`src/shared/touch_cfg.svh`:
```
// What this block does
// - Fifteen channels, manual or automatic, one active
// - Scanned pin loses pull-up, restored when idle
// - Trigger rising edge starts one manual conversion
// - Hardware clears trigger at conversion end
// - Done flag low while running, high after
// - Ten-bit count split high and low parts
// - Overflow flag when conversion exceeds period
// - Three-bit period field scales the count
// - Channel codes 0 to 14 pick channels
// - Code fifteen measures internal reference capacitor
// - Automatic scanning covers channels zero to three
// - Automatic scanning runs in every power mode
// - Auto select hands sequencing to hardware
// - Enabled channels measured periodically in auto mode
// - Count below threshold raises interrupt flag
// - Interval 4096 or 2048 slow-clock cycles
// - Two-bit field sets auto channel count
// - Auto result bit n marks channel n touched
// - Touch flag set by hardware, cleared by service/write
`ifndef TOUCH_CFG_SVH
`define TOUCH_CFG_SVH

// ----------------------------------------------------------------
// Register indices (byte address is four times the index)
// ----------------------------------------------------------------
`define IDX_IRQ_FLAG     8'h95
`define IDX_STATUS       8'hab
`define IDX_COUNT_LOW    8'hac
`define IDX_TOUCH_CTL    8'had
`define IDX_AUTO_CTL     8'hae
`define IDX_THRESH_BASE  8'hc4
`define IDX_AUX_ONE      8'hf8

// ----------------------------------------------------------------
// Reset values
// ----------------------------------------------------------------
`define RST_TOUCH_CTL    8'hcf
`define RST_AUTO_CTL     4'h3
`define RST_AUX_ONE      5'h00
`define RST_THRESH       8'h40

// ----------------------------------------------------------------
// Field positions
// ----------------------------------------------------------------
`define BIT_POWER_DOWN   7
`define BIT_TRIGGER      4
`define BIT_AUTO_SEL     3
`define BIT_AUTO_RATE    2
`define BIT_IRQ_FLAG     3
`define REF_CAP_CODE     4'hf

// ----------------------------------------------------------------
// Timing
// ----------------------------------------------------------------
`define SCAN_LONG_TICKS  4096
`define SCAN_SHORT_TICKS 2048
`define CHARGE_BASE_CYC  2
`define COUNT_MAX        10'h3ff

`endif

```
`src/shared/touch_pkg.sv`:
```
package touch_pkg;

  // Sequencer states
  typedef enum logic [1:0] {
    ST_IDLE,
    ST_MAN_RUN,
    ST_AUTO_START,
    ST_AUTO_RUN
  } scan_state_e;

  // One finished conversion
  typedef struct packed {
    logic       ovf;
    logic [9:0] count;
  } conv_result_s;

endpackage

```
`src/rtl/touch_counter.sv`:
```
`timescale 1ns/10ps
`include "touch_cfg.svh"
module touch_counter #(
  parameter int CHARGE_BASE = `CHARGE_BASE_CYC
) (
  // Clock and reset
  input  wire logic                   clk_i,
  input  wire logic                   rst_n_i,
  // Control
  input  wire logic                   start_i,
  input  wire logic [2:0]             period_i,
  input  wire logic                   trip_i,
  // Result
  output logic                        busy_o,
  output logic                        done_o,
  output touch_pkg::conv_result_s     result_o
);
  import touch_pkg::*;

  // Base shifted by seven must still fit the 16-bit divider
  generate
    if (CHARGE_BASE < 1 || CHARGE_BASE > 511) begin : g_bad
      $error("CHARGE_BASE must be 1 to 511");
    end
  endgenerate

  logic         busy_q, busy_d;       // Conversion running
  logic         done_q, done_d;       // End pulse
  logic [2:0]   per_q, per_d;         // Latched period select
  logic [15:0]  div_q, div_d;         // Charge tick divider
  logic [9:0]   cnt_q, cnt_d;         // Charge pulses so far
  conv_result_s res_q, res_d;         // Last result

  // Tick length shrinks as the period code grows
  function automatic logic [15:0] tick_len(input logic [2:0] p);
    tick_len = 16'(CHARGE_BASE) << (3'd7 - p);
  endfunction

  // ----------------------------------------------------------------
  // Next state
  // ----------------------------------------------------------------
  always_comb begin
    busy_d = busy_q;
    done_d = 1'b0;
    per_d  = per_q;
    div_d  = div_q;
    cnt_d  = cnt_q;
    res_d  = res_q;
    if (start_i && !busy_q) begin
      per_d  = period_i;
      busy_d = 1'b1;
      div_d  = 16'h0000;
      cnt_d  = 10'h000;
    end else if (busy_q) begin
      if (trip_i) begin
        // Capacitor charged, count is final
        busy_d       = 1'b0;
        done_d       = 1'b1;
        res_d.count  = cnt_q;
        res_d.ovf    = 1'b0;
      end else if (div_q == tick_len(per_q) - 16'h0001) begin
        div_d = 16'h0000;
        if (cnt_q == `COUNT_MAX) begin
          busy_d      = 1'b0;
          done_d      = 1'b1;
          res_d.count = `COUNT_MAX;
          res_d.ovf   = 1'b1;
        end else begin
          cnt_d = cnt_q + 10'h001;
        end
      end else begin
        div_d = div_q + 16'h0001;
      end
    end
  end

  // ----------------------------------------------------------------
  // Registers
  // ----------------------------------------------------------------
  always_ff @(posedge clk_i or negedge rst_n_i) begin
    if (!rst_n_i) begin
      busy_q <= 1'b0;
      done_q <= 1'b0;
      per_q  <= 3'h0;
      div_q  <= 16'h0000;
      cnt_q  <= 10'h000;
      res_q  <= '0;
    end else begin
      busy_q <= busy_d;
      done_q <= done_d;
      per_q  <= per_d;
      div_q  <= div_d;
      cnt_q  <= cnt_d;
      res_q  <= res_d;
    end
  end

  assign busy_o   = busy_q;
  assign done_o   = done_q;
  assign result_o = res_q;
endmodule

```
`src/rtl/touch_scan_core.sv`:
```
`timescale 1ns/10ps
`include "touch_cfg.svh"
module touch_scan_core #(
  parameter int SCAN_LONG   = `SCAN_LONG_TICKS,
  parameter int SCAN_SHORT  = `SCAN_SHORT_TICKS,
  parameter int CHARGE_BASE = `CHARGE_BASE_CYC
) (
  // Clock and reset
  input  wire logic         REF_CLK_I,
  input  wire logic         RST_N_I,
  // APB slave
  input  wire logic         PSEL_I,
  input  wire logic         PENABLE_I,
  input  wire logic         PWRITE_I,
  input  wire logic [11:0]  PADDR_I,
  input  wire logic [31:0]  PWDATA_I,
  output logic [31:0]       PRDATA_O,
  output logic              PREADY_O,
  output logic              PSLVERR_O,
  // Analog side and slow clock
  input  wire logic         SLOW_CLK_I,
  input  wire logic         INTEGRATION_CAPACITOR_PIN_I,
  output logic [14:0]       PULLUP_OFF_O,
  output logic [3:0]        SENSE_SEL_O,
  output logic              REF_CAP_SEL_O,
  output logic              CHARGE_EN_O,
  // Processor side
  input  wire logic         IRQ_SERVICE_I,
  output logic              TOUCH_IRQ_O
);
  import touch_pkg::*;

  generate
    if (SCAN_LONG < 2 || SCAN_LONG > 4096 || SCAN_SHORT < 2 ||
        SCAN_SHORT > SCAN_LONG) begin : g_bad
      $error("Scan intervals out of range");
    end
  endgenerate

  // ----------------------------------------------------------------
  // Pin synchronisers
  // ----------------------------------------------------------------
  logic [1:0] trip_sync_q;            // Trip comparator, two flops
  logic [2:0] slow_sync_q;            // Slow clock, two flops + edge
  logic       trip_s;                 // Synchronised trip
  logic       slow_tick;              // One pulse per slow cycle

  // Pins are asynchronous to the system clock
  always_ff @(posedge REF_CLK_I or negedge RST_N_I) begin
    if (!RST_N_I) begin
      trip_sync_q <= 2'b00;
      slow_sync_q <= 3'b000;
    end else begin
      trip_sync_q <= {trip_sync_q[0], INTEGRATION_CAPACITOR_PIN_I};
      slow_sync_q <= {slow_sync_q[1:0], SLOW_CLK_I};
    end
  end

  assign trip_s    = trip_sync_q[1];
  assign slow_tick = slow_sync_q[1] & ~slow_sync_q[2];

  // ----------------------------------------------------------------
  // Bus decode
  // ----------------------------------------------------------------
  logic       wr_en;                  // Write takes effect now
  logic       rd_setup;               // Read captured in setup

  // Index match of a word address
  function automatic logic hit(input logic [11:0] a, input logic [7:0] i);
    hit = (a[1:0] == 2'b00) && (a[11:2] == {2'b00, i});
  endfunction

  // Any mapped register
  function automatic logic mapped(input logic [11:0] a);
    mapped = hit(a, `IDX_IRQ_FLAG)  || hit(a, `IDX_STATUS)   ||
             hit(a, `IDX_COUNT_LOW) || hit(a, `IDX_TOUCH_CTL) ||
             hit(a, `IDX_AUTO_CTL)  || hit(a, `IDX_AUX_ONE)  ||
             (a[1:0] == 2'b00 && a[11:4] == {2'b00, 6'h31});
  endfunction

  assign wr_en    = PSEL_I & PENABLE_I & PWRITE_I;
  assign rd_setup = PSEL_I & ~PENABLE_I & ~PWRITE_I;

  // ----------------------------------------------------------------
  // Register file and flags
  // ----------------------------------------------------------------
  logic [7:0]   ctl_q, ctl_d;         // Power down, period, channel
  logic [3:0]   actl_q, actl_d;       // Auto select, rate, count
  logic [4:0]   aux_q, aux_d;         // Trigger and spare bits
  logic [7:0]   thr_q [4];            // Auto compare thresholds
  logic [7:0]   thr_d [4];
  logic         irq_q, irq_d;         // Touch interrupt flag
  logic         eoc_q, eoc_d;         // Manual conversion done
  conv_result_s res_q, res_d;         // Manual result
  logic [3:0]   auto_touch_result_q, auto_touch_result_d; // Auto result
  logic [31:0]  rdata_q, rdata_d;     // Read data
  logic         slverr_q, slverr_d;   // Unmapped access

  // Sequencer hooks into the register group
  logic         man_done;             // Manual conversion finished
  logic         auto_done;            // Auto channel finished
  logic         touched;              // Count under threshold
  logic [1:0]   auto_ch_q;            // Channel in auto scan
  conv_result_s conv_res;             // Counter result
  logic         conv_busy;            // Counter running
  logic         conv_done;            // Counter end pulse
  logic         ctl_start_man;        // Manual start accepted

  // Software writes and hardware updates
  always_comb begin
    ctl_d    = ctl_q;
    actl_d   = actl_q;
    aux_d    = aux_q;
    thr_d    = thr_q;
    irq_d    = irq_q;
    eoc_d    = eoc_q;
    res_d    = res_q;
    auto_touch_result_d = auto_touch_result_q;
    rdata_d  = rdata_q;
    slverr_d = slverr_q;
    if (man_done) begin
      aux_d[`BIT_TRIGGER] = 1'b0;
    end
    if (IRQ_SERVICE_I) begin
      irq_d = 1'b0;
    end
    if (wr_en) begin
      if (hit(PADDR_I, `IDX_TOUCH_CTL)) begin
        ctl_d = PWDATA_I[7:0];
      end
      if (hit(PADDR_I, `IDX_AUTO_CTL)) begin
        actl_d = PWDATA_I[3:0];
      end
      if (hit(PADDR_I, `IDX_AUX_ONE)) begin
        aux_d = PWDATA_I[4:0];
      end
      if (hit(PADDR_I, `IDX_IRQ_FLAG) && !PWDATA_I[`BIT_IRQ_FLAG]) begin
        irq_d = 1'b0;
      end
      for (int i = 0; i < 4; i++) begin
        if (hit(PADDR_I, `IDX_THRESH_BASE + 8'(i))) begin
          thr_d[i] = PWDATA_I[7:0];
        end
      end
    end
    if (ctl_start_man) begin
      eoc_d = 1'b0;
    end
    if (man_done) begin
      eoc_d = 1'b1;
      res_d = conv_res;
    end
    if (auto_done) begin
      auto_touch_result_d[auto_ch_q] = touched;
      if (touched) begin
        irq_d = 1'b1;
      end
    end
    // Read data captured in setup phase
    if (rd_setup) begin
      rdata_d = 32'h0000_0000;
      if (hit(PADDR_I, `IDX_IRQ_FLAG)) begin
        rdata_d[`BIT_IRQ_FLAG] = irq_q;
      end
      if (hit(PADDR_I, `IDX_STATUS)) begin
        rdata_d[7:0] = {eoc_q, res_q.ovf, res_q.count[9:8],
                        auto_touch_result_q};
      end
      if (hit(PADDR_I, `IDX_COUNT_LOW)) begin
        rdata_d[7:0] = res_q.count[7:0];
      end
      if (hit(PADDR_I, `IDX_TOUCH_CTL)) begin
        rdata_d[7:0] = ctl_q;
      end
      if (hit(PADDR_I, `IDX_AUTO_CTL)) begin
        rdata_d[3:0] = actl_q;
      end
      if (hit(PADDR_I, `IDX_AUX_ONE)) begin
        rdata_d[4:0] = aux_q;
      end
      for (int i = 0; i < 4; i++) begin
        if (hit(PADDR_I, `IDX_THRESH_BASE + 8'(i))) begin
          rdata_d[7:0] = thr_q[i];
        end
      end
    end
    if (PSEL_I && !PENABLE_I) begin
      slverr_d = !mapped(PADDR_I);
    end
  end

  // Register file flops
  always_ff @(posedge REF_CLK_I or negedge RST_N_I) begin
    if (!RST_N_I) begin
      ctl_q    <= `RST_TOUCH_CTL;
      actl_q   <= `RST_AUTO_CTL;
      aux_q    <= `RST_AUX_ONE;
      thr_q    <= '{default: `RST_THRESH};
      irq_q    <= 1'b0;
      eoc_q    <= 1'b0;
      res_q    <= '0;
      auto_touch_result_q <= 4'h0;
      rdata_q  <= 32'h0000_0000;
      slverr_q <= 1'b0;
    end else begin
      ctl_q    <= ctl_d;
      actl_q   <= actl_d;
      aux_q    <= aux_d;
      thr_q    <= thr_d;
      irq_q    <= irq_d;
      eoc_q    <= eoc_d;
      res_q    <= res_d;
      auto_touch_result_q <= auto_touch_result_d;
      rdata_q  <= rdata_d;
      slverr_q <= slverr_d;
    end
  end

  // ----------------------------------------------------------------
  // Scan sequencer
  // ----------------------------------------------------------------
  scan_state_e st_q, st_d;            // Sequencer state
  logic [1:0]  auto_ch_d;
  logic        trig_prev_q;           // Trigger bit last cycle
  logic        due_q, due_d;          // Auto scan pending
  logic [11:0] ivl_q, ivl_d;          // Slow ticks in interval
  logic [11:0] ivl_last;              // Last tick of interval
  logic        start_conv;            // Pulse to counter
  logic        act_q, act_d;          // Pin under scan
  logic [3:0]  sel_q, sel_d;          // Channel under scan
  logic        auto_on;               // Hardware owns the unit

  // one mode, chosen by auto select
  assign auto_on  = actl_q[`BIT_AUTO_SEL];
  assign ivl_last = actl_q[`BIT_AUTO_RATE] ? 12'(SCAN_SHORT - 1)
                                           : 12'(SCAN_LONG - 1);
  assign ctl_start_man = (st_q == ST_IDLE) && !auto_on &&
                         !ctl_q[`BIT_POWER_DOWN] &&
                         aux_q[`BIT_TRIGGER] && !trig_prev_q;
  assign man_done  = (st_q == ST_MAN_RUN) && conv_done;
  assign auto_done = (st_q == ST_AUTO_RUN) && conv_done;
  assign touched   = conv_res.ovf ? 1'b0
                     : (conv_res.count < {2'b00, thr_q[auto_ch_q]});

  // Next sequencer state
  always_comb begin
    st_d       = st_q;
    auto_ch_d  = auto_ch_q;
    due_d      = due_q;
    ivl_d      = ivl_q;
    act_d      = act_q;
    sel_d      = sel_q;
    start_conv = 1'b0;
    // interval runs from slow clock only
    if (!auto_on) begin
      ivl_d = 12'h000;
      due_d = 1'b0;
    end else if (slow_tick) begin
      if (ivl_q >= ivl_last) begin
        ivl_d = 12'h000;
        due_d = 1'b1;
      end else begin
        ivl_d = ivl_q + 12'h001;
      end
    end
    case (st_q)
      ST_IDLE: begin
        if (ctl_start_man) begin
          start_conv = 1'b1;
          sel_d      = ctl_q[3:0];
          act_d      = 1'b1;
          st_d       = ST_MAN_RUN;
        end else if (auto_on && due_q) begin
          due_d     = 1'b0;
          auto_ch_d = 2'b00;
          st_d      = ST_AUTO_START;
        end
      end
      ST_MAN_RUN: begin
        if (conv_done) begin
          act_d = 1'b0;
          st_d  = ST_IDLE;
        end
      end
      ST_AUTO_START: begin
        // auto channels only zero to three
        start_conv = 1'b1;
        sel_d      = {2'b00, auto_ch_q};
        act_d      = 1'b1;
        st_d       = ST_AUTO_RUN;
      end
      ST_AUTO_RUN: begin
        if (conv_done) begin
          act_d = 1'b0;
          if (auto_ch_q == actl_q[1:0] || !auto_on) begin
            st_d = ST_IDLE;
          end else begin
            auto_ch_d = auto_ch_q + 2'b01;
            st_d      = ST_AUTO_START;
          end
        end
      end
      default: begin
        st_d  = ST_IDLE;
        act_d = 1'b0;
      end
    endcase
  end

  // Sequencer flops
  always_ff @(posedge REF_CLK_I or negedge RST_N_I) begin
    if (!RST_N_I) begin
      st_q        <= ST_IDLE;
      auto_ch_q   <= 2'b00;
      trig_prev_q <= 1'b0;
      due_q       <= 1'b0;
      ivl_q       <= 12'h000;
      act_q       <= 1'b0;
      sel_q       <= 4'h0;
    end else begin
      st_q        <= st_d;
      auto_ch_q   <= auto_ch_d;
      trig_prev_q <= aux_q[`BIT_TRIGGER];
      due_q       <= due_d;
      ivl_q       <= ivl_d;
      act_q       <= act_d;
      sel_q       <= sel_d;
    end
  end

  // ----------------------------------------------------------------
  // Conversion counter
  // ----------------------------------------------------------------
  touch_counter #(
    .CHARGE_BASE (CHARGE_BASE)
  ) u_counter (
    .clk_i    (REF_CLK_I),
    .rst_n_i  (RST_N_I),
    .start_i  (start_conv),
    .period_i (ctl_q[6:4]),
    .trip_i   (trip_s),
    .busy_o   (conv_busy),
    .done_o   (conv_done),
    .result_o (conv_res)
  );

  // ----------------------------------------------------------------
  // Outputs
  // ----------------------------------------------------------------
  // pull-up off only on scanned pin
  always_comb begin
    PULLUP_OFF_O = 15'h0000;
    if (act_q && sel_q != `REF_CAP_CODE) begin
      PULLUP_OFF_O[sel_q] = 1'b1;
    end
  end

  assign SENSE_SEL_O   = sel_q;
  assign REF_CAP_SEL_O = act_q && (sel_q == `REF_CAP_CODE);
  assign CHARGE_EN_O   = conv_busy;
  assign TOUCH_IRQ_O   = irq_q;
  assign PRDATA_O      = rdata_q;
  assign PREADY_O      = 1'b1;
  assign PSLVERR_O     = slverr_q;
endmodule

```
`config.mk`:
```
export PLATFORM = sky130hd
export DESIGN_NAME = touch_scan_core
export DESIGN_NICKNAME = d
export VERILOG_FILES = /design/src/shared/touch_pkg.sv /design/src/rtl/touch_counter.sv /design/src/rtl/touch_scan_core.sv
export VERILOG_INCLUDE_DIRS = /design/src /design/src/shared
export SDC_FILE = /design/constraint.sdc
export NUM_CORES = 1
export LEC_CHECK = 0
export BUFFER_PORTS_ARGS = -buffer_cell sky130_fd_sc_hd__buf_2
export CORE_UTILIZATION = 58
export DETAILED_ROUTE_END_ITERATION = 8
export GPL_TIMING_DRIVEN = 0
export PLACE_DENSITY = 0.91
export SLEW_MARGIN = 20
export SYNTH_ARGS = -nofsm -noshare
export SYNTH_HDL_FRONTEND = slang
export SYNTH_SLANG_ARGS = --single-unit
```
`constraint.sdc`:
```
create_clock -name REF_CLK_I -period 3.34 [get_ports REF_CLK_I]
set_input_delay 1.002 -clock REF_CLK_I [delete_from_list [all_inputs] [get_ports REF_CLK_I]]
set_output_delay 1.002 -clock REF_CLK_I [all_outputs]
set_load 0.01 [all_outputs]
```
==> flow_summary.json, run 1 <==
{
  "outcome": "complete, no violations",
  "synth_area_sq_um": 7950,
  "cts_sinks": 145,
  "holdWs_ns": 0.347,
  "setup_ws_ns": 0.0316,
  "synth_cells": 801,
  "critPathTopFamily": "buffers and inverters",
  "numCtsBuffers": 17,
  "synth_top_cell_by_area": "dfrtp_1",
  "core_sq_um": 13300,
  "slew_headroom_pct": 34.9,
  "cts_tree": "built",
  "hpwlAfterDp_um": 14000,
  "ys_types": 72,
  "port_buffers": 57,
  "grt_pass1_wl_um": 34700,
  "worstPathRequired_ns": 3.65,
  "areaGrowthSynthToFinish_pct": 15.5,
  "first_pass_iters": 5,
  "drv_cap": 0,
  "via_count": 7055,
  "vias_per_cell": 6.48,
  "dieArea_sq_um": 14200,
  "postRouteAntennaNets": 0,
  "final_util_pct": 69.1,
  "dp.cells": 1058,
  "r2r_slack_ns": 0.10,
  "synth_most_common_cell": "dfrtp_1",
  "grt_pass1_vias": 6757,
  "start_kind": "primary input",
  "synthArstFlopShare_pct": 100,
  "gp_congestion": 0.928,
  "setup-tns-final_ns": 0,
  "fillCellCount": 902,
  "cts-hold-fix-buffers": 0,
  "cp_slowest_cell": "buf_1",
  "drc_errors": 0,
  "hold_end": "trip_sync_q[1]",
  "antenna_found_initial": 1,
  "final_cell_area_sq_um": 9180,
  "gr-total-overflow": 0,
  "rsz0062_at_grt": "false",
  "io_pins": 108,
  "total_power_mw": 4.25,
  "clock_latency_ns": 0.43,
  "synth-main-ff-cell": "dfrtp_1",
  "drive_above_1_share_pct": 23.8,
  "clk_pin_slew_ns": 0.06,
  "end_kind": "register",
  "cts_buffer_depth": 2,
  "finalHoldViolations": 0,
  "r2r-end": "auto_touch_result_q[0]",
  "synth_area_per_cell_sq_um": 9.93,
  "arrival_ns": 3.62,
  "path_max_fanout": 10,
  "synth_top_cell_area_share_pct": 41.9,
  "fin_cells": 1088,
  "whs_path_depth": 0,
  "row_count": 42,
  "grt_max_degree": 87,
  "rr_startpoint": "auto_ch_q[0]",
  "tightest_slew_ns": 0.968,
  "worstHoldPathType": "register to register",
  "initial_core_util_pct": 59.8,
  "multiInputGateArea_sq_um": 3990,
  "post_cts_buffers": 0,
  "synth-seq-cells": 145,
  "synth_area_leaders": "dfrtp_1, mux2_2, nand2_1, dfstp_2, o21ai_0",
  "fmax_mhz": 302,
  "drt_wl_total_um": 21300,
  "placed_area_sq_um": 8590,
  "worst-r2r-cell-count": 10,
  "die_width_um": 119,
  "seq_area_sq_um": 3640,
  "slowest_delay_ns": 0.59,
  "clockRootBuffer": "clkbuf_16",
  "wl_per_cell_um": 19.6,
  "critical_path_buf_inv_count": 4,
  "setup_viol": 0,
  "crit_type": "primary input to register",
  "fin_crit_sh_pct": 99.1,
  "fin_crit_ns": 3.31,
  "grt_use_total_pct": 31.6,
  "min-delay-start": "trip_sync_q[0]",
  "ys_seq_area_share_pct": 45.8,
  "clock_skew_ns": 0.0120,
  "p_leak_nw": 4.21,
  "dp_slack_ns": -0.221,
  "maxSlewViolCount": 0,
  "power_density_nw_per_um2": 463,
  "htreeDepth": 4,
  "yosys_warnings": 0,
  "die_h_um": 119,
  "ir_drop_uv": 375,
  "diodes": 0,
  "path_cells": "buf_2, buf_1, clkbuf_1, buf_1, o21ai_0, a2bb2oi_1, nor2_1, o21ai_0",
  "layout.nets": 967,
  "synth_enable_flop_cells": 0,
  "synth_common_cells": "dfrtp_1, nand2_1, o21ai_0",
  "first_iter_violations": 1022
}
-- where the power goes --
part	switching, mW	internal [mW]	leakage, nW
clock	0.756	1.17	0.287
sequential	0.0678	1.82	1.96
combinational	0.262	0.171	1.96
-- cells in the final DEF (no fill, tap or decap), types with 7 or more instances in the layout --
master	synthesis	layout
dfrtp_1	133	133
nand2_1	93	93
o21ai_0	62	62
buf_2	3	60
mux2_2	54	54
nor2_1	51	51
nand3_1	40	40
clkbuf_1	27	25
buf_4	25	25
conb_1	2	25
inv_1	21	21
nor3_1	18	18
a21oi_1	18	18
mux2i_1	17	17
clkbuf_16	0	17
ha_1	16	16
or3_1	15	15
nand2b_1	13	13
o22a_1	12	12
dfstp_2	12	12
o31ai_1	10	10
nor2b_1	8	8
o211ai_1	8	8
a31oi_1	8	8
and3_1	8	8
mux4_2	7	7
nand4_1	7	7
or4_1	7	7
mux2_4	7	7
-- kinds of logic after synthesis --
logic type	Yosys count	share of synthesized area, %
other cells	2	0.0944
flops	145	45.8
mux	85	13.1
simple gates	298	19.0
compound gates	166	13.6
fa+ha+maj	16	2.52
xor+xnor	6	0.661
buf+inv	83	5.24
-- per-layer routing --
metal / vias to the layer above / GRT usage [%] / wire, um
met1: 3381 / 40.6 / 8310
met5: - / 0 / 0
met3: 110 / 8.43 / 2190
li1: 3075 / - / -
met4: 0 / 16.6 / 935
met2: 489 / 49.1 / 9900
-- worst max path at each step --
stage	from	endpoint	slack [ns]	cells past startpoint
6_report	PADDR_I[2]	PRDATA_O[1]	0.03	8
5_1_grt	PADDR_I[2]	PRDATA_O[2]	0.01	8
4_1_cts	u_counter.per_q[2]	u_counter.div_q[15]	0.06	12
3_5_place_dp	PADDR_I[0]	PRDATA_O[5]	-0.22	8
3_3_place_gp	RST_N_I	u_counter.div_q[10]	-0.71	1
2_1_floorplan	PADDR_I[0]	thr_q[0]	0.31	6
-- sequential cells by signal (all words and copies together), names as in the netlist, 2 cells and up --
signal	count
PRDATA_O	8
actl_q	4
auto_touch_result_q	4
SENSE_SEL_O	4
u_counter.result_o	11
st_q	2
aux_q	5
u_counter.per_q	3
thr_q	32
u_counter.div_q	16
trip_sync_q	2
u_counter.cnt_q	10
auto_ch_q	2
slow_sync_q	3
ivl_q	12
res_q	11
ctl_q	8
-- area by class of cell --
type	instances	area share (%)
Buffer	60	3.64
Clock buffer	19	4.71
Clock inverter	13	1.74
Inverter	21	0.858
Multi-Input combinational cell	596	43.5
Sequential cell	145	39.7
Tap cell	176	2.40
Timing Repair Buffer	58	3.51
-- timing repair --
item,CTS,global route
endpoints found under the hold margin,0,0
setup endpoints to repair,5,28
gates cloned,0,0
resized for setup,1,5
No activity file was read; power rests on OpenSTA's default activity.
==> inputs of run 2 (changes only) <==
- CORE_ASPECT_RATIO: unset -> 0.8
==> run 2 against run 1 <==
Effect of this change: cell count did not move; clock skew rose by 0.0028 ns; total power rose by 1.9%; combinational power rose by 1%; via count fell by 2.3%; utilization rose by 1.2 points; setup slack improved by 0.012 ns; largest power group unchanged.
==> flow_summary.json, run 2 (synthesized netlist as in run 1, its figures left out) <==
{
  "drv_cap": 0,
  "cp_slowest_cell": "clkbuf_1",
  "use_met1_pct": 44.2,
  "rr_startpoint": "auto_ch_q[0]",
  "placed_area_sq_um": 8590,
  "seq_area_sq_um": 3640,
  "path_cells": "buf_2, buf_1, clkbuf_1, nand3_1, nor2_2, mux2_2",
  "clockRootBuffer": "clkbuf_16",
  "clk_pin_slew_ns": 0.07,
  "largest_register_ffs": 32,
  "grt_max_degree": 78,
  "slew_headroom_pct": 43.0,
  "busiest_layer": "met2",
  "rsz0062_at_grt": "false",
  "drt_wl_total_um": 21400,
  "outcome": "complete, no violations",
  "fmax_mhz": 303,
  "crit_type": "primary input to register",
  "port_buffers": 57,
  "die_h_um": 107,
  "end_kind": "register",
  "cts_tree": "built",
  "clock_skew_ns": 0.0148,
  "drc_errors": 0,
  "core_sq_um": 13100,
  "fin_crit_ns": 3.30,
  "grt_pass1_wl_um": 34500,
  "layout_commonest_cell": "dfrtp_1",
  "fin_crit_sh_pct": 98.7,
  "drive_above_1_share_pct": 24.0,
  "antenna_found_initial": 0,
  "whs_path_depth": 0,
  "start_kind": "primary input",
  "gr-total-overflow": 0,
  "path_max_fanout": 10,
  "r2r-end": "auto_touch_result_q[2]",
  "power_density_nw_per_um2": 470,
  "layout.nets": 968,
  "fillCellCount": 947,
  "first_pass_iters": 5,
  "maxSlewViolCount": 0,
  "critPathTopFamily": "buffers and inverters",
  "finalHoldViolations": 0,
  "areaGrowthSynthToFinish_pct": 15.8,
  "mostFrequentLayoutCells": "dfrtp_1, nand2_1, o21ai_0, buf_2, mux2_2",
  "htreeDepth": 4,
  "via_count": 6893,
  "first_iter_violations": 987,
  "slowest_delay_ns": 0.62,
  "tightest_slew_ns": 0.847,
  "critical_path_buf_inv_count": 3,
  "worstPathRequired_ns": 3.66,
  "numCtsBuffers": 17,
  "r2r_slack_ns": 0.14,
  "postRouteAntennaNets": 0,
  "worstHoldPathType": "register to register",
  "cts_sinks": 145,
  "arrival_ns": 3.61,
  "hpwlAfterDp_um": 14900,
  "worst-r2r-cell-count": 10,
  "diodes": 0,
  "cts_buffer_depth": 2,
  "row_count": 37,
  "regMostFlops": "thr_q",
  "p_leak_nw": 4.22,
  "dieArea_sq_um": 14200,
  "final_cell_area_sq_um": 9210,
  "setup_viol": 0,
  "hold_end": "slow_sync_q[1]",
  "multiInputGateArea_sq_um": 3990,
  "grt_pass1_vias": 6556,
  "die_width_um": 133,
  "ir_drop_uv": 421,
  "initial_core_util_pct": 60.7,
  "final_util_pct": 70.3,
  "grtUsageMet2_pct": 48.2,
  "top_regs": "thr_q x32, u_counter.div_q x16, ivl_q x12",
  "clock_latency_ns": 0.44,
  "min-delay-start": "slow_sync_q[0]",
  "wl_per_cell_um": 19.6,
  "met3_usage_pct": 8.56,
  "io_pins": 108,
  "grt_use_total_pct": 31.8,
  "holdWs_ns": 0.344,
  "gp_congestion": 0.996,
  "total_power_mw": 4.33,
  "vias_per_cell": 6.34
}
## run 2: worst max path at each step
stage / from / cells past startpoint / end / slack [ns]
after detailed placement: PADDR_I[2] / 6 / thr_q[2] / -0.24
after floorplan: PADDR_I[0] / 6 / thr_q[0] / 0.31
after global routing: u_counter.per_q[2] / 12 / u_counter.cnt_q[9] / 0.02
final: PADDR_I[2] / 6 / thr_q[2] / 0.04
after global placement: RST_N_I / 1 / u_counter.div_q[11] / -0.73
after CTS: u_counter.per_q[2] / 12 / u_counter.div_q[15] / 0.03
## run 2: layout make-up
class / count / share of cell area, %
plain buffers: 61 / 3.67
clock buffers: 19 / 4.92
clock inverters: 13 / 1.78
inverters: 21 / 0.856
multi-input cells: 596 / 43.3
flip-flops and latches: 145 / 39.6
well taps: 175 / 2.38
repair buffers: 58 / 3.50
## run 2: metrics by stage
stage          setup slack (ns)  cells  TNS [ns]
5_1_grt                  0.0243   1088         0
3_5_place_dp             -0.237   1057     -3.43
4_1_cts                  0.0266   1089         0
6_report                 0.0435   1088         0
3_3_place_gp             -0.733   1056    -97.98
2_1_floorplan             0.310    824         0
## run 2: layer usage
metal / vias up / wire length, um
met5: - / 0
met4: 0 / 494
met3: 58 / 2150
met2: 393 / 9740
met1: 3359 / 8990
li1: 3083 / -
## run 2: where the power goes
group,internal [mW],switching (mW)
registers,1.82,0.0636
clock network,1.17,0.838
logic,0.171,0.268
## run 2: timing repair
action / in CTS / in global routing
hold buffers: 0 / 0
setup endpoints to repair: 5 / 22
setup buffers: 0 / 0
gates resized for setup: 1 / 4
==> inputs of run 3 (changes only) <==
- CORE_MARGIN: unset -> 3
==> run 3 against run 2 <==
Effect of this change: count of clock-buffer cells in the layout is 3 higher; largest power group is now sequential cells; largest cell class unchanged; highest routed layer unchanged; critical endpoint is now PRDATA_O[5]; clock skew is 0.0024 ns lower; via count shrank 1.4%; setup slack improved by 0.0079 ns; combinational power shrank 2%.
==> flow_summary.json, run 3 (synthesized netlist as in run 1, its figures left out) <==
{
  "outcome": "complete, no violations",
  "gr-total-overflow": 0,
  "final_util_pct": 69.6,
  "largest_register_ffs": 32,
  "gp_congestion": 0.973,
  "met3_usage_pct": 8.58,
  "clk_pin_slew_ns": 0.06,
  "path_max_fanout": 8,
  "grtUsageMet2_pct": 41.4,
  "antenna_found_initial": 0,
  "areaGrowthSynthToFinish_pct": 15.1,
  "slew_headroom_pct": 12.3,
  "maxSlewViolCount": 0,
  "power_density_nw_per_um2": 453,
  "diodes": 0,
  "dieArea_sq_um": 15200,
  "drc_errors": 0,
  "min-delay-start": "trip_sync_q[0]",
  "total_power_mw": 4.15,
  "hpwlAfterDp_um": 14400,
  "drive_above_1_share_pct": 23.6,
  "regMostFlops": "thr_q",
  "dp_slack_ns": -0.201,
  "fin_crit_ns": 3.29,
  "setup-tns-final_ns": 0,
  "rr_startpoint": "u_counter.per_q[2]",
  "grt_pass1_wl_um": 33200,
  "mostFrequentLayoutCells": "dfrtp_1, nand2_1, o21ai_0, buf_2, mux2_2",
  "setup_viol": 0,
  "clock_skew_ns": 0.0124,
  "rsz0062_at_grt": "false",
  "grt_max_degree": 85,
  "grt_pass1_vias": 6451,
  "drt_wl_total_um": 20500,
  "end_kind": "register",
  "worstHoldPathType": "register to register",
  "fin_crit_sh_pct": 98.5,
  "ir_drop_uv": 433,
  "crit_type": "primary input to register",
  "clockRootBuffer": "clkbuf_16",
  "cts_buffer_depth": 2,
  "use_met1_pct": 39.1,
  "cts_sinks": 145,
  "p_leak_nw": 4.19,
  "htreeDepth": 4,
  "top_regs": "thr_q x32, u_counter.div_q x16, ivl_q x12",
  "drv_cap": 0,
  "die_width_um": 137,
  "grt_use_total_pct": 27.7,
  "core_sq_um": 13100,
  "first_iter_violations": 868,
  "arrival_ns": 3.63,
  "cts-hold-fix-buffers": 0,
  "initial_core_util_pct": 60.5,
  "first_pass_iters": 6,
  "port_buffers": 57,
  "via_count": 6797,
  "busiest_layer": "met2",
  "wl_per_cell_um": 18.9,
  "io_pins": 108,
  "die_h_um": 111,
  "vias_per_cell": 6.25,
  "start_kind": "primary input",
  "worstPathRequired_ns": 3.69,
  "post_cts_buffers": 0,
  "layout.nets": 967,
  "layout_commonest_cell": "dfrtp_1",
  "crit_start": "PADDR_I[0]",
  "row_count": 37,
  "numCtsBuffers": 17,
  "postRouteAntennaNets": 0,
  "setup_ws_ns": 0.0514,
  "fmax_mhz": 304,
  "cts_tree": "built",
  "clock_latency_ns": 0.43,
  "finalHoldViolations": 0,
  "tightest_slew_ns": 1.30
}
==> run 3: report_power, final <==
| group | switching (mW) | internal, mW | leakage [nW] |
|---|---|---|---|
| Sequential | 0.0621 | 1.82 | 1.96 |
| Clock | 0.765 | 1.07 | 0.272 |
| Combinational | 0.259 | 0.170 | 1.96 |
| Total | 1.09 | 3.06 | 4.19 |
==> run 3: worst max-delay path: stages <==
cell     delay (ns)
buf_2          0.09
or4b_1         0.50
buf_2          0.20
nor4b_1        1.09
a22oi_1        0.30
o21ai_0        0.13
o21ai_0        0.14
o21ai_0        0.18
==> run 3: per-layer routing <==
metal  vias to the layer above  share of wire (%)
met5                         -                  0
met4                         0                1.7
met3                        42                 11
met2                       376                 45
met1                      3297                 42
li1                       3082                  -
==> run 3: final timing paths <==
check                                        endpoint  slack, ns  cells after the start
worst max-delay path                      PRDATA_O[5]       0.05                      8
worst min-delay path                   trip_sync_q[1]       0.35                      0
worst max register to register  u_counter.result_o[8]       0.19                     11
worst min register to register         trip_sync_q[1]       0.35                      0
max in group asynchronous                    ctl_q[7]       2.06                      2
min in group asynchronous          u_counter.div_q[9]       0.50                      1
==> run 3: timing repair <==
action	4_1_cts	5_1_grt
resized for setup	1	5
cloned	0	0
endpoints found under the setup margin	5	31
endpoints found under the hold margin	0	0
==> run 3: cell type report <==
| class | instances | area, sq um |
|---|---|---|
| buffer | 60 | 337 |
| clock buffer | 22 | 464 |
| clock inverter | 10 | 103 |
| fill | 930 | 4000 |
| inverter | 21 | 78.8 |
| multi-input combinational | 596 | 3990 |
| sequential | 145 | 3640 |
| tap | 175 | 219 |
| timing repair buffer | 58 | 323 |
==> run 3: metrics by stage <==
step                      cell area [sq um]  hold slack, ns  std cells
final                                  9150           0.349       1087
after global routing                   9150           0.357       1087
after CTS                              9150           0.351       1089
after detailed placement               8580           0.337       1057
after global placement                 8540           0.333       1056
after floorplan                        8040           0.331        824
